## src/hw/dbf_pkg.sv

```systemverilog
// package: constants and types for the dual-band complex lane framer
package dbf_pkg;
	// ------------------------------------------------------------
	// apb register map
	// ------------------------------------------------------------
	localparam logic [11:0] CTRL_OFS = 12'h000;
	localparam logic [11:0] STAT_OFS = 12'h004;
	localparam logic [11:0] DROP_OFS = 12'h008;
	// ctrl fields
	localparam int CTRL_EN_BIT = 0;
	localparam int CTRL_FOUR_BIT = 1;
	localparam int CTRL_DEC_LSB = 4;
	localparam int DEC_W = 3;
	// stat fields
	localparam int STAT_ILLEGAL_BIT = 0;
	localparam int STAT_RUN_BIT = 1;
	localparam int STAT_MULT_BIT = 2;
	localparam int STAT_FSEL_LSB = 4;
	localparam int STAT_RATIO_LSB = 8;
	localparam logic [31:0] CTRL_RST = 32'h0000_0000;
	// ------------------------------------------------------------
	// decimation codes
	// ------------------------------------------------------------
	typedef enum logic [2:0] {
		DEC_8 = 3'h0,
		DEC_9 = 3'h1,
		DEC_10 = 3'h2,
		DEC_12 = 3'h3,
		DEC_16 = 3'h4,
		DEC_18 = 3'h5,
		DEC_20 = 3'h6,
		DEC_24_32 = 3'h7
	} dbf_dec_t;
	// framing selects and multipliers
	localparam logic [2:0] FSEL_EIGHT = 3'h1;
	localparam logic [2:0] FSEL_FOUR = 3'h2;
	localparam logic MULT_20X = 1'b0;
	localparam logic MULT_40X = 1'b1;
	// ------------------------------------------------------------
	// link shape
	// ------------------------------------------------------------
	localparam int SAMP_W = 16;
	localparam int OCT_W = 8;
	localparam int STREAMS = 8;
	localparam int LANES = 8;
	localparam int FIFO_DEPTH = 8;
	localparam int WORD_W = SAMP_W * STREAMS;
	// octets per frame, minus one, for counters
	localparam logic [1:0] LAST_OCT_EIGHT = 2'h1;
	localparam logic [1:0] LAST_OCT_FOUR = 2'h3;
	// lane ratio in quarter steps (x4): 8821 and 4841 at decimation 8 and 20
	localparam logic [7:0] RATIO_Q8 = 8'h0a;
	localparam logic [7:0] RATIO_Q20 = 8'h04;
	localparam logic [7:0] RATIO_Q4_32 = 8'h05;
endpackage : dbf_pkg

```

## src/hw/dbf_stream_if.sv

```systemverilog
// interface: valid/ready sample word stream between framer parts
`timescale 1ns/1ps
interface dbf_stream_if #(parameter int W = 128) ();
	logic valid;
	logic ready;
	logic [W-1:0] data;
	modport src (output valid, output data, input ready);
	modport snk (input valid, input data, output ready);
endinterface : dbf_stream_if

```

## src/hw/dbf_fifo.sv

```systemverilog
// module: flip-flop fifo with valid/ready on both sides
`timescale 1ns/1ps
module dbf_fifo #(
	parameter int W = 128,
	parameter int DEPTH = 8
) (
	input wire logic clk_i,
	input wire logic rst_b_i,
	input wire logic ce_i,
	dbf_stream_if.snk in_s,
	dbf_stream_if.src out_s
);
	localparam int AW = $clog2(DEPTH);
	typedef struct packed {
		logic [DEPTH-1:0][W-1:0] mem;
		logic [AW-1:0] wr;
		logic [AW-1:0] rd;
		logic [AW:0] cnt;
	} dbf_fifo_st_t;
	dbf_fifo_st_t st_reg;
	dbf_fifo_st_t st_next;
	logic push;
	logic pop;

	// full at DEPTH words; the count is one bit wider than the pointers
	assign in_s.ready = (st_reg.cnt < (AW+1)'(DEPTH));
	assign out_s.valid = (st_reg.cnt != '0);
	assign out_s.data = st_reg.mem[st_reg.rd];
	assign push = in_s.valid && in_s.ready;
	assign pop = out_s.valid && out_s.ready;

	always_comb begin
		st_next = st_reg;
		if (push) begin
			st_next.mem[st_reg.wr] = in_s.data;
			st_next.wr = (st_reg.wr == AW'(DEPTH - 1)) ? '0 : st_reg.wr + 1'b1;
		end
		if (pop) begin
			st_next.rd = (st_reg.rd == AW'(DEPTH - 1)) ? '0 : st_reg.rd + 1'b1;
		end
		st_next.cnt = st_reg.cnt + (AW+1)'(push) - (AW+1)'(pop);
	end

	always_ff @(posedge clk_i) begin
		if (!rst_b_i) begin
			st_reg <= '0;
		end else if (ce_i) begin
			st_reg <= st_next;
		end
	end
endmodule : dbf_fifo

```

## src/hw/dbf_lane_map.sv

```systemverilog
// module: maps one frame octet slot of eight streams onto eight lanes
`timescale 1ns/1ps
module dbf_lane_map (
	input wire logic four_lane_i,
	input wire logic [1:0] oct_i,
	input wire logic [dbf_pkg::WORD_W-1:0] word_i,
	output logic [dbf_pkg::LANES-1:0][dbf_pkg::OCT_W-1:0] lane_o,
	output logic [dbf_pkg::LANES-1:0] lane_en_o
);
	// word holds streams a1i,a1q,a2i,a2q,b1i,b1q,b2i,b2q (index 0..7)
	logic [dbf_pkg::STREAMS-1:0][dbf_pkg::SAMP_W-1:0] s;
	assign s = word_i;

	for (genvar c = 0; c < 2; c++) begin : g_chan
		for (genvar l = 0; l < 4; l++) begin : g_lane
			localparam int LN = c * 4 + l;
			// first stream of the lane's band; idle lanes stay in range
			localparam int FL = ((l == 1) || (l == 2)) ?
				c * 4 + (l - 1) * 2 : c * 4;
			logic [dbf_pkg::SAMP_W-1:0] smp;
			logic hi;
			always_comb begin
				smp = s[LN];
				hi = ~oct_i[0];
				lane_en_o[LN] = 1'b1;
				if (four_lane_i) begin
					// lanes 1 and 2 carry band 1 / band 2, i then q
					lane_en_o[LN] = (l == 1) || (l == 2);
					smp = s[FL + (oct_i[1] ? 1 : 0)];
				end
				// upper octet first, then lower
				lane_o[LN] = hi ? smp[dbf_pkg::SAMP_W-1:dbf_pkg::OCT_W] :
					smp[dbf_pkg::OCT_W-1:0];
				if (!lane_en_o[LN]) begin
					lane_o[LN] = '0;
				end
			end
		end
	end
endmodule : dbf_lane_map

```

## src/hw/dbf_framer.sv

```systemverilog
// module: top of the dual-band complex lane framer with apb registers
//
// Functional notes
// - Two down-converters per channel give I and Q each, eight streams.
// - Eight-lane mode uses two octets per frame, 20X, selects 1,0,0.
// - Four-lane mode uses four octets per frame, 40X, selects 2,0,0.
// - Decimation 24 and 32 are legal only in four-lane mode.
// - Lane rate is sample clock times the ratio reported per mode; the status ratio reads 0 except at decimation 8, 20 and 24/32.
// - Eight lanes carry band1 I, band1 Q, band2 I, band2 Q, msb octet first.
// - Four lanes use lanes 1 and 2, each carrying I then Q of one band.
// - Channel B lanes use exactly channel A's ordering.
//
// Decided for this implementation: the placing of the registers and register access over APB.
`timescale 1ns/1ps
module dbf_framer (
	// clock, reset, enable
	input wire logic CLK_I,
	input wire logic RST_B_I,
	input wire logic CE_I,
	// apb slave
	input wire logic PSEL_I,
	input wire logic PENABLE_I,
	input wire logic PWRITE_I,
	input wire logic [11:0] PADDR_I,
	input wire logic [31:0] PWDATA_I,
	output logic [31:0] PRDATA_O,
	output logic PREADY_O,
	output logic PSLVERR_O,
	// converter sample streams, one word per frame
	input wire logic SAMP_VALID_I,
	input wire logic [dbf_pkg::WORD_W-1:0] SAMP_DATA_I,
	output logic SAMP_READY_O,
	// lanes, index 0..3 chan a, 4..7 chan b
	output logic [dbf_pkg::LANES-1:0][dbf_pkg::OCT_W-1:0] LANE_DATA_O,
	output logic [dbf_pkg::LANES-1:0] LANE_EN_O,
	output logic FRAME_START_O,
	// link configuration pins
	output logic [1:0] FRAMING_SELECT_0_O,
	output logic FRAMING_SELECT_1_O,
	output logic FRAMING_SELECT_2_O,
	output logic MULT_40X_O
);
	// ------------------------------------------------------------
	// state
	// ------------------------------------------------------------
	typedef enum logic [1:0] {
		ST_IDLE = 2'b00,
		ST_SEND = 2'b01
	} dbf_fsm_t;

	typedef struct packed {
		dbf_fsm_t fsm;
		logic [31:0] ctrl;
		logic [31:0] drops;
		logic [31:0] prdata;
		logic [1:0] oct;
		logic [dbf_pkg::WORD_W-1:0] word;
		logic [dbf_pkg::LANES-1:0][dbf_pkg::OCT_W-1:0] lane;
		logic [dbf_pkg::LANES-1:0] lane_en;
		logic fstart;
	} dbf_top_st_t;

	dbf_top_st_t st_reg;
	dbf_top_st_t st_next;

	dbf_stream_if #(.W(dbf_pkg::WORD_W)) fin_s ();
	dbf_stream_if #(.W(dbf_pkg::WORD_W)) fout_s ();

	logic enable;
	logic four_lane;
	dbf_pkg::dbf_dec_t dec;
	logic illegal;
	logic run;
	logic [1:0] last_oct;
	logic [2:0] fsel;
	logic [7:0] ratio_q;
	logic [31:0] stat;
	logic apb_acc;
	logic apb_wr;
	logic [dbf_pkg::LANES-1:0][dbf_pkg::OCT_W-1:0] map_lane;
	logic [dbf_pkg::LANES-1:0] map_en;

	// ------------------------------------------------------------
	// mode decode
	// ------------------------------------------------------------
	assign enable = st_reg.ctrl[dbf_pkg::CTRL_EN_BIT];
	assign four_lane = st_reg.ctrl[dbf_pkg::CTRL_FOUR_BIT];
	assign dec = dbf_pkg::dbf_dec_t'(st_reg.ctrl[dbf_pkg::CTRL_DEC_LSB +:
		dbf_pkg::DEC_W]);
	// decimation 24/32 only fit the four-lane link
	assign illegal = (dec == dbf_pkg::DEC_24_32) && !four_lane;
	assign run = enable && !illegal;
	assign last_oct = four_lane ? dbf_pkg::LAST_OCT_FOUR :
		dbf_pkg::LAST_OCT_EIGHT;
	assign fsel = four_lane ? dbf_pkg::FSEL_FOUR : dbf_pkg::FSEL_EIGHT;

	// lane ratio in quarters; four-lane doubles the eight-lane figure except at decimation 24/32
	always_comb begin
		unique case (dec)
			dbf_pkg::DEC_8: ratio_q = dbf_pkg::RATIO_Q8;
			dbf_pkg::DEC_20: ratio_q = dbf_pkg::RATIO_Q20;
			dbf_pkg::DEC_24_32: ratio_q = dbf_pkg::RATIO_Q4_32;
			default: ratio_q = 8'h00;
		endcase
		if (four_lane && dec != dbf_pkg::DEC_24_32) begin
			ratio_q = ratio_q << 1;
		end
	end

	assign stat = {16'h0000, ratio_q, 1'b0, fsel[2:0], 1'b0,
		four_lane ? dbf_pkg::MULT_40X : dbf_pkg::MULT_20X,
		run, illegal};

	// ------------------------------------------------------------
	// buffering and lane mapping
	// ------------------------------------------------------------
	// eight streams from two converters per channel form one word
	assign fin_s.valid = SAMP_VALID_I && run;
	assign fin_s.data = SAMP_DATA_I;
	assign SAMP_READY_O = fin_s.ready && run;

	dbf_fifo #(.W(dbf_pkg::WORD_W), .DEPTH(dbf_pkg::FIFO_DEPTH)) u_fifo (
		.clk_i(CLK_I),
		.rst_b_i(RST_B_I),
		.ce_i(CE_I),
		.in_s(fin_s),
		.out_s(fout_s)
	);

	// one mapper serves both channels, so b matches a by construction
	dbf_lane_map u_map (
		.four_lane_i(four_lane),
		.oct_i(st_reg.oct),
		.word_i(st_reg.word),
		.lane_o(map_lane),
		.lane_en_o(map_en)
	);

	// fifo drains only when idle or on the last octet of a frame: back-pressure
	assign fout_s.ready = run && ((st_reg.fsm == ST_IDLE) ||
		(st_reg.oct == last_oct));

	// ------------------------------------------------------------
	// apb
	// ------------------------------------------------------------
	assign apb_acc = PSEL_I && PENABLE_I;
	assign apb_wr = apb_acc && PWRITE_I;

	// ------------------------------------------------------------
	// next state
	// ------------------------------------------------------------
	always_comb begin
		st_next = st_reg;
		st_next.fstart = 1'b0;
		if (apb_wr && PADDR_I == dbf_pkg::CTRL_OFS) begin
			st_next.ctrl = PWDATA_I;
		end
		if (apb_wr && PADDR_I == dbf_pkg::DROP_OFS) begin
			st_next.drops = '0;
		end
		if (SAMP_VALID_I && !run) begin
			st_next.drops = st_reg.drops + 32'h0000_0001;
		end
		unique case (PADDR_I)
			dbf_pkg::CTRL_OFS: st_next.prdata = st_reg.ctrl;
			dbf_pkg::STAT_OFS: st_next.prdata = stat;
			dbf_pkg::DROP_OFS: st_next.prdata = st_reg.drops;
			default: st_next.prdata = '0;
		endcase
		unique case (st_reg.fsm)
			ST_IDLE: begin
				if (fout_s.valid && fout_s.ready) begin
					st_next.word = fout_s.data;
					st_next.oct = '0;
					st_next.fstart = 1'b1;
					st_next.fsm = ST_SEND;
				end
			end
			ST_SEND: begin
				if (st_reg.oct != last_oct) begin
					st_next.oct = st_reg.oct + 2'h1;
				end else if (fout_s.valid && fout_s.ready) begin
					st_next.word = fout_s.data;
					st_next.oct = '0;
					st_next.fstart = 1'b1;
				end else begin
					st_next.fsm = ST_IDLE;
				end
				if (!run) begin
					st_next.fsm = ST_IDLE;
				end
			end
			default: st_next.fsm = ST_IDLE;
		endcase
		st_next.lane = map_lane;
		st_next.lane_en = (st_reg.fsm == ST_SEND) ? map_en : '0;
	end

	always_ff @(posedge CLK_I) begin
		if (!RST_B_I) begin
			st_reg <= '0;
			st_reg.ctrl <= dbf_pkg::CTRL_RST;
		end else if (CE_I) begin
			st_reg <= st_next;
		end
	end

	// ------------------------------------------------------------
	// outputs
	// ------------------------------------------------------------
	assign PRDATA_O = st_reg.prdata;
	assign PREADY_O = apb_acc;
	assign PSLVERR_O = 1'b0;
	assign LANE_DATA_O = st_reg.lane;
	assign LANE_EN_O = st_reg.lane_en;
	assign FRAME_START_O = st_reg.fstart;
	// select 0 carries the value 1 or 2; selects 1 and 2 stay low here
	assign FRAMING_SELECT_0_O = fsel[1:0];
	assign FRAMING_SELECT_1_O = 1'b0;
	assign FRAMING_SELECT_2_O = 1'b0;
	assign MULT_40X_O = st_reg.ctrl[dbf_pkg::CTRL_FOUR_BIT];
endmodule : dbf_framer

```

## config.mk

```make
export PLATFORM = sky130hd
export DESIGN_NAME = dbf_framer
export DESIGN_NICKNAME = d
export VERILOG_FILES = /design/src/hw/dbf_pkg.sv /design/src/hw/dbf_stream_if.sv /design/src/hw/dbf_fifo.sv /design/src/hw/dbf_lane_map.sv /design/src/hw/dbf_framer.sv
export SDC_FILE = /design/constraint.sdc
export NUM_CORES = 2
export LEC_CHECK = 0
export BUFFER_PORTS_ARGS = -buffer_cell sky130_fd_sc_hd__buf_2
export CORE_ASPECT_RATIO = 0.6
export CORE_UTILIZATION = 45
export DETAILED_ROUTE_END_ITERATION = 6
export GPL_TIMING_DRIVEN = 0
export PLACE_DENSITY_LB_ADDON = 0.2
export SLEW_MARGIN = 0
export SYNTH_ARGS = -nofsm -noshare
export SYNTH_HDL_FRONTEND = slang
export SYNTH_SLANG_ARGS = --single-unit
export TNS_END_PERCENT = 1
```

## constraint.sdc

```tcl
create_clock -name CLK_I -period 3.9 [get_ports CLK_I]
set_input_delay 0.195 -clock CLK_I [delete_from_list [all_inputs] [get_ports CLK_I]]
set_output_delay 0.195 -clock CLK_I [all_outputs]
set_load 0.02 [all_outputs]
```

==> results.sh <==
export IMPL_slew_headroom_pct=-13.10
export IMPL_drtIter0Drc=5758
export IMPL_dpl_worst_slack_ns=0.2944
export IMPL_crit_type="flop to flop"
export IMPL_setup_viol=0
export IMPL_synth_most_common_cell="dfxtp_1"
export IMPL_initial_utilization_pct=45.62
export IMPL_yosys_top_cells_count="1328 x dfxtp_1, 1070 x o21ai_0, 1036 x nand3_1, 334 x clkbuf_1, 270 x mux4_2"
export IMPL_vias_per_cell=6.113
export IMPL_final_util_pct=53.45
export IMPL_ys_ff_latch=1328
export IMPL_end_kind="flop"
export IMPL_ant_nets=1
export IMPL_antenna_found_initial=15
export IMPL_first_pass_iters=6
export IMPL_slowest_delay_ns=0.96
export IMPL_crit_required_ns=4.51
export IMPL_yosysTopAreaCell="dfxtp_1"
export IMPL_post_route_period_util_pct=92.95
export IMPL_htreeDepth=3
export IMPL_path_common_cell="clkbuf_1"
export IMPL_status="finished, violations left"
export IMPL_finalSetupTns_ns=0
export IMPL_hpwl_um=138600
export IMPL_fin_skew_ns=0.01755
export IMPL_routed_wire_length_per_instance_um=24.83
export IMPL_regArea_mm2=0.02659
export IMPL_r2r_start="u_fifo.st_reg[6]$_SDFFE_PN0P_"
export IMPL_synth_cell_types=60
export IMPL_io_pins=292
export IMPL_synth_compound_area_share_pct=14.03
export IMPL_hold_start="SAMP_DATA_I[73]"
export IMPL_design_power_total_mw=27.04
export IMPL_synth_simple_gate_area_share_pct=14.68
export IMPL_ys_warn_count=0
export IMPL_cts_setup_buffers=0
export IMPL_power_density_mw_per_mm2=431.0
export IMPL_period_needed_ns=3.625
export IMPL_multiInputGateArea_mm2=0.02377
export IMPL_grt_usage_pct=31.20
export IMPL_drv_cap=2
export IMPL_fp_dieW_um=447.3
export IMPL_worstSetupStartpoint="u_fifo.st_reg[6]$_SDFFE_PN0P_"
export IMPL_fin_ws_ns=0.2748
export IMPL_gp_congestion=0.9277
export IMPL_vias=47690
export IMPL_hold_path_class="input pin to flop"
export IMPL_largest_reg_flops=1034
export IMPL_avgSynthCellArea_um2=9.662
export IMPL_clk_pin_slew_ns=0.07
export IMPL_clk_path_buf_depth=3
export IMPL_fp_row_count=97
export IMPL_rsz0062_at_grt="false"
export IMPL_grt_max_degree=17
export IMPL_core_area_mm2=0.1174
export IMPL_synth_main_ff_cell="dfxtp_1"
export IMPL_cts_tree="done"
export IMPL_synthMuxAreaShare_pct=15.19
export IMPL_port_buffers=286
export IMPL_die_y_um=269.2
export IMPL_area_growth_pct=17.16
export IMPL_synth_top_cells_by_area="dfxtp_1 50%, mux4_2 11%, o21ai_0 10%"
export IMPL_cts_sinks=1328
export IMPL_clk_latency_ns=0.76
export IMPL_cp_top_family="buffers and inverters"
export IMPL_nets=6300
export IMPL_grt_overflow_total=0
export IMPL_start_kind="flop"
export IMPL_slew_viol_final=23
export IMPL_path_buf_inv=3
export IMPL_netlist_area_mm2=0.05354
export IMPL_finalHoldViolCount=0
export IMPL_grt_pass1_wl_um=283100
export IMPL_synth_top_cell_area_share_pct=49.66
export IMPL_stdcell_count=7801
export IMPL_postSynthCellCount=5541
export IMPL_die_area_mm2=0.1204
export IMPL_power_leakage_nw=21.65
export IMPL_drive_gt1_share_pct=17.29
export IMPL_timing_fmax_mhz=275.8
export IMPL_cts_buffers=118
export IMPL_synthAdderAreaFrac_pct=0.2477
export IMPL_grt_pass1_vias=43360
export IMPL_fill_cells=10600
export IMPL_violations="antenna rules, capacitance limit, slew limit"
export IMPL_cts_root_buf="clkbuf_16"
export IMPL_synth_xor_area_share_pct=0.2127
export IMPL_ir_drop_v=0.0003723
export IMPL_dp_cells=7415
export IMPL_final_area_mm2=0.06273
export IMPL_wl_um=193700
export IMPL_synth_top_family_by_area="multiplexers"
export IMPL_worstPathCellList="clkbuf_1 -> clkbuf_1 -> clkbuf_1 -> mux4_2 -> mux2i_1 -> a211oi_1"
export IMPL_crit_slowest_cell="clkbuf_1"
export IMPL_drc=0
export IMPL_path_max_fanout=10
export IMPL_place_area_mm2=0.05701
export IMPL_holdWs_ns=0.02936
export IMPL_synth_async_sr_flop_share_pct=0
export IMPL_arrival_ns=4.23
export IMPL_tightestPinTransition_ns=1.696
export IMPL_seq_area_frac_synth_pct=49.66
export IMPL_synth_edf_count=0
area by class of cell:
type	count	area share, %
Clock inverter	56	1.117
Inverter	14	0.08378
Buffer	657	5.027
Multi-Input combinational cell	3544	37.89
Sequential cell	1328	42.38
Timing Repair Buffer	448	4.907
Antenna cell	11	0.04388
Tap cell	1584	3.160
Clock buffer	159	5.388
kinds of logic (layout without fill, tap and decap cells):
group | after synthesis | after routing
AND/OR/NAND/NOR | 1648 | 1648
AO/OA/AOI/OAI | 1395 | 1395
flip-flops | 1328 | 1328
buffers and inverters | 671 | 1334
multiplexers | 475 | 475
XOR/XNOR | 13 | 13
adder cells (fa/ha/maj) | 10 | 10
other | 1 | 14
cells in the final DEF (no fill, tap or decap), types with 25 or more instances in the layout:
master         Yosys  layout
buf_4            112     112
dlygate4sd3_1      0     159
mux4_2           270     270
mux2i_1          204     204
buf_2            173     459
buf_1             32      32
dfxtp_1         1328    1328
nand3_1         1036    1036
a22oi_1           25      25
clkinv_2           0      29
clkbuf_1         334     341
nor2_1           262     262
nand2_1          249     249
a21oi_1          120     120
a211oi_1         148     148
o21ai_0         1070    1070
clkbuf_16          0     120
path summary, 6_finish.rpt:
kind / end / slack [ns] / depth (start not counted)
worst max-delay path: st_reg[80]$_SDFFE_PN0P_ / 0.27 / 6
worst min-delay path: u_fifo.st_reg[83]$_SDFFE_PN0P_ / 0.03 / 3
worst max register to register: st_reg[80]$_SDFFE_PN0P_ / 0.27 / 6
worst min register to register: st_reg[291]$_SDFFE_PN0P_ / 0.45 / 2
layer usage:
metal	vias to the layer above	global-route usage (%)	share of wire, %
met5	-	0.3968	0.059
met4	10	10.59	3.8
met3	362	8.362	12
met2	2569	42.02	40
met1	23570	47.34	44
li1	21180	-	-
worst register-to-register path, cell delays in order (launching register included):
cell and delay (ns):
dfxtp_1 0.33, clkbuf_1 0.47, clkbuf_1 0.97, clkbuf_1 0.68
mux4_2 0.41, mux2i_1 0.47, a211oi_1 0.17
where the power goes:
group | switching (mW) | internal, mW
combinational | 0.678 | 0.260
sequential | 0.00426 | 13.6
clock | 5.48 | 7.05
timing repair:
item,in CTS,in global routing
hold buffers,159,0
gates resized for setup,0,0
hold endpoints to repair,946,0
Power figures use the tool's default switching activity.
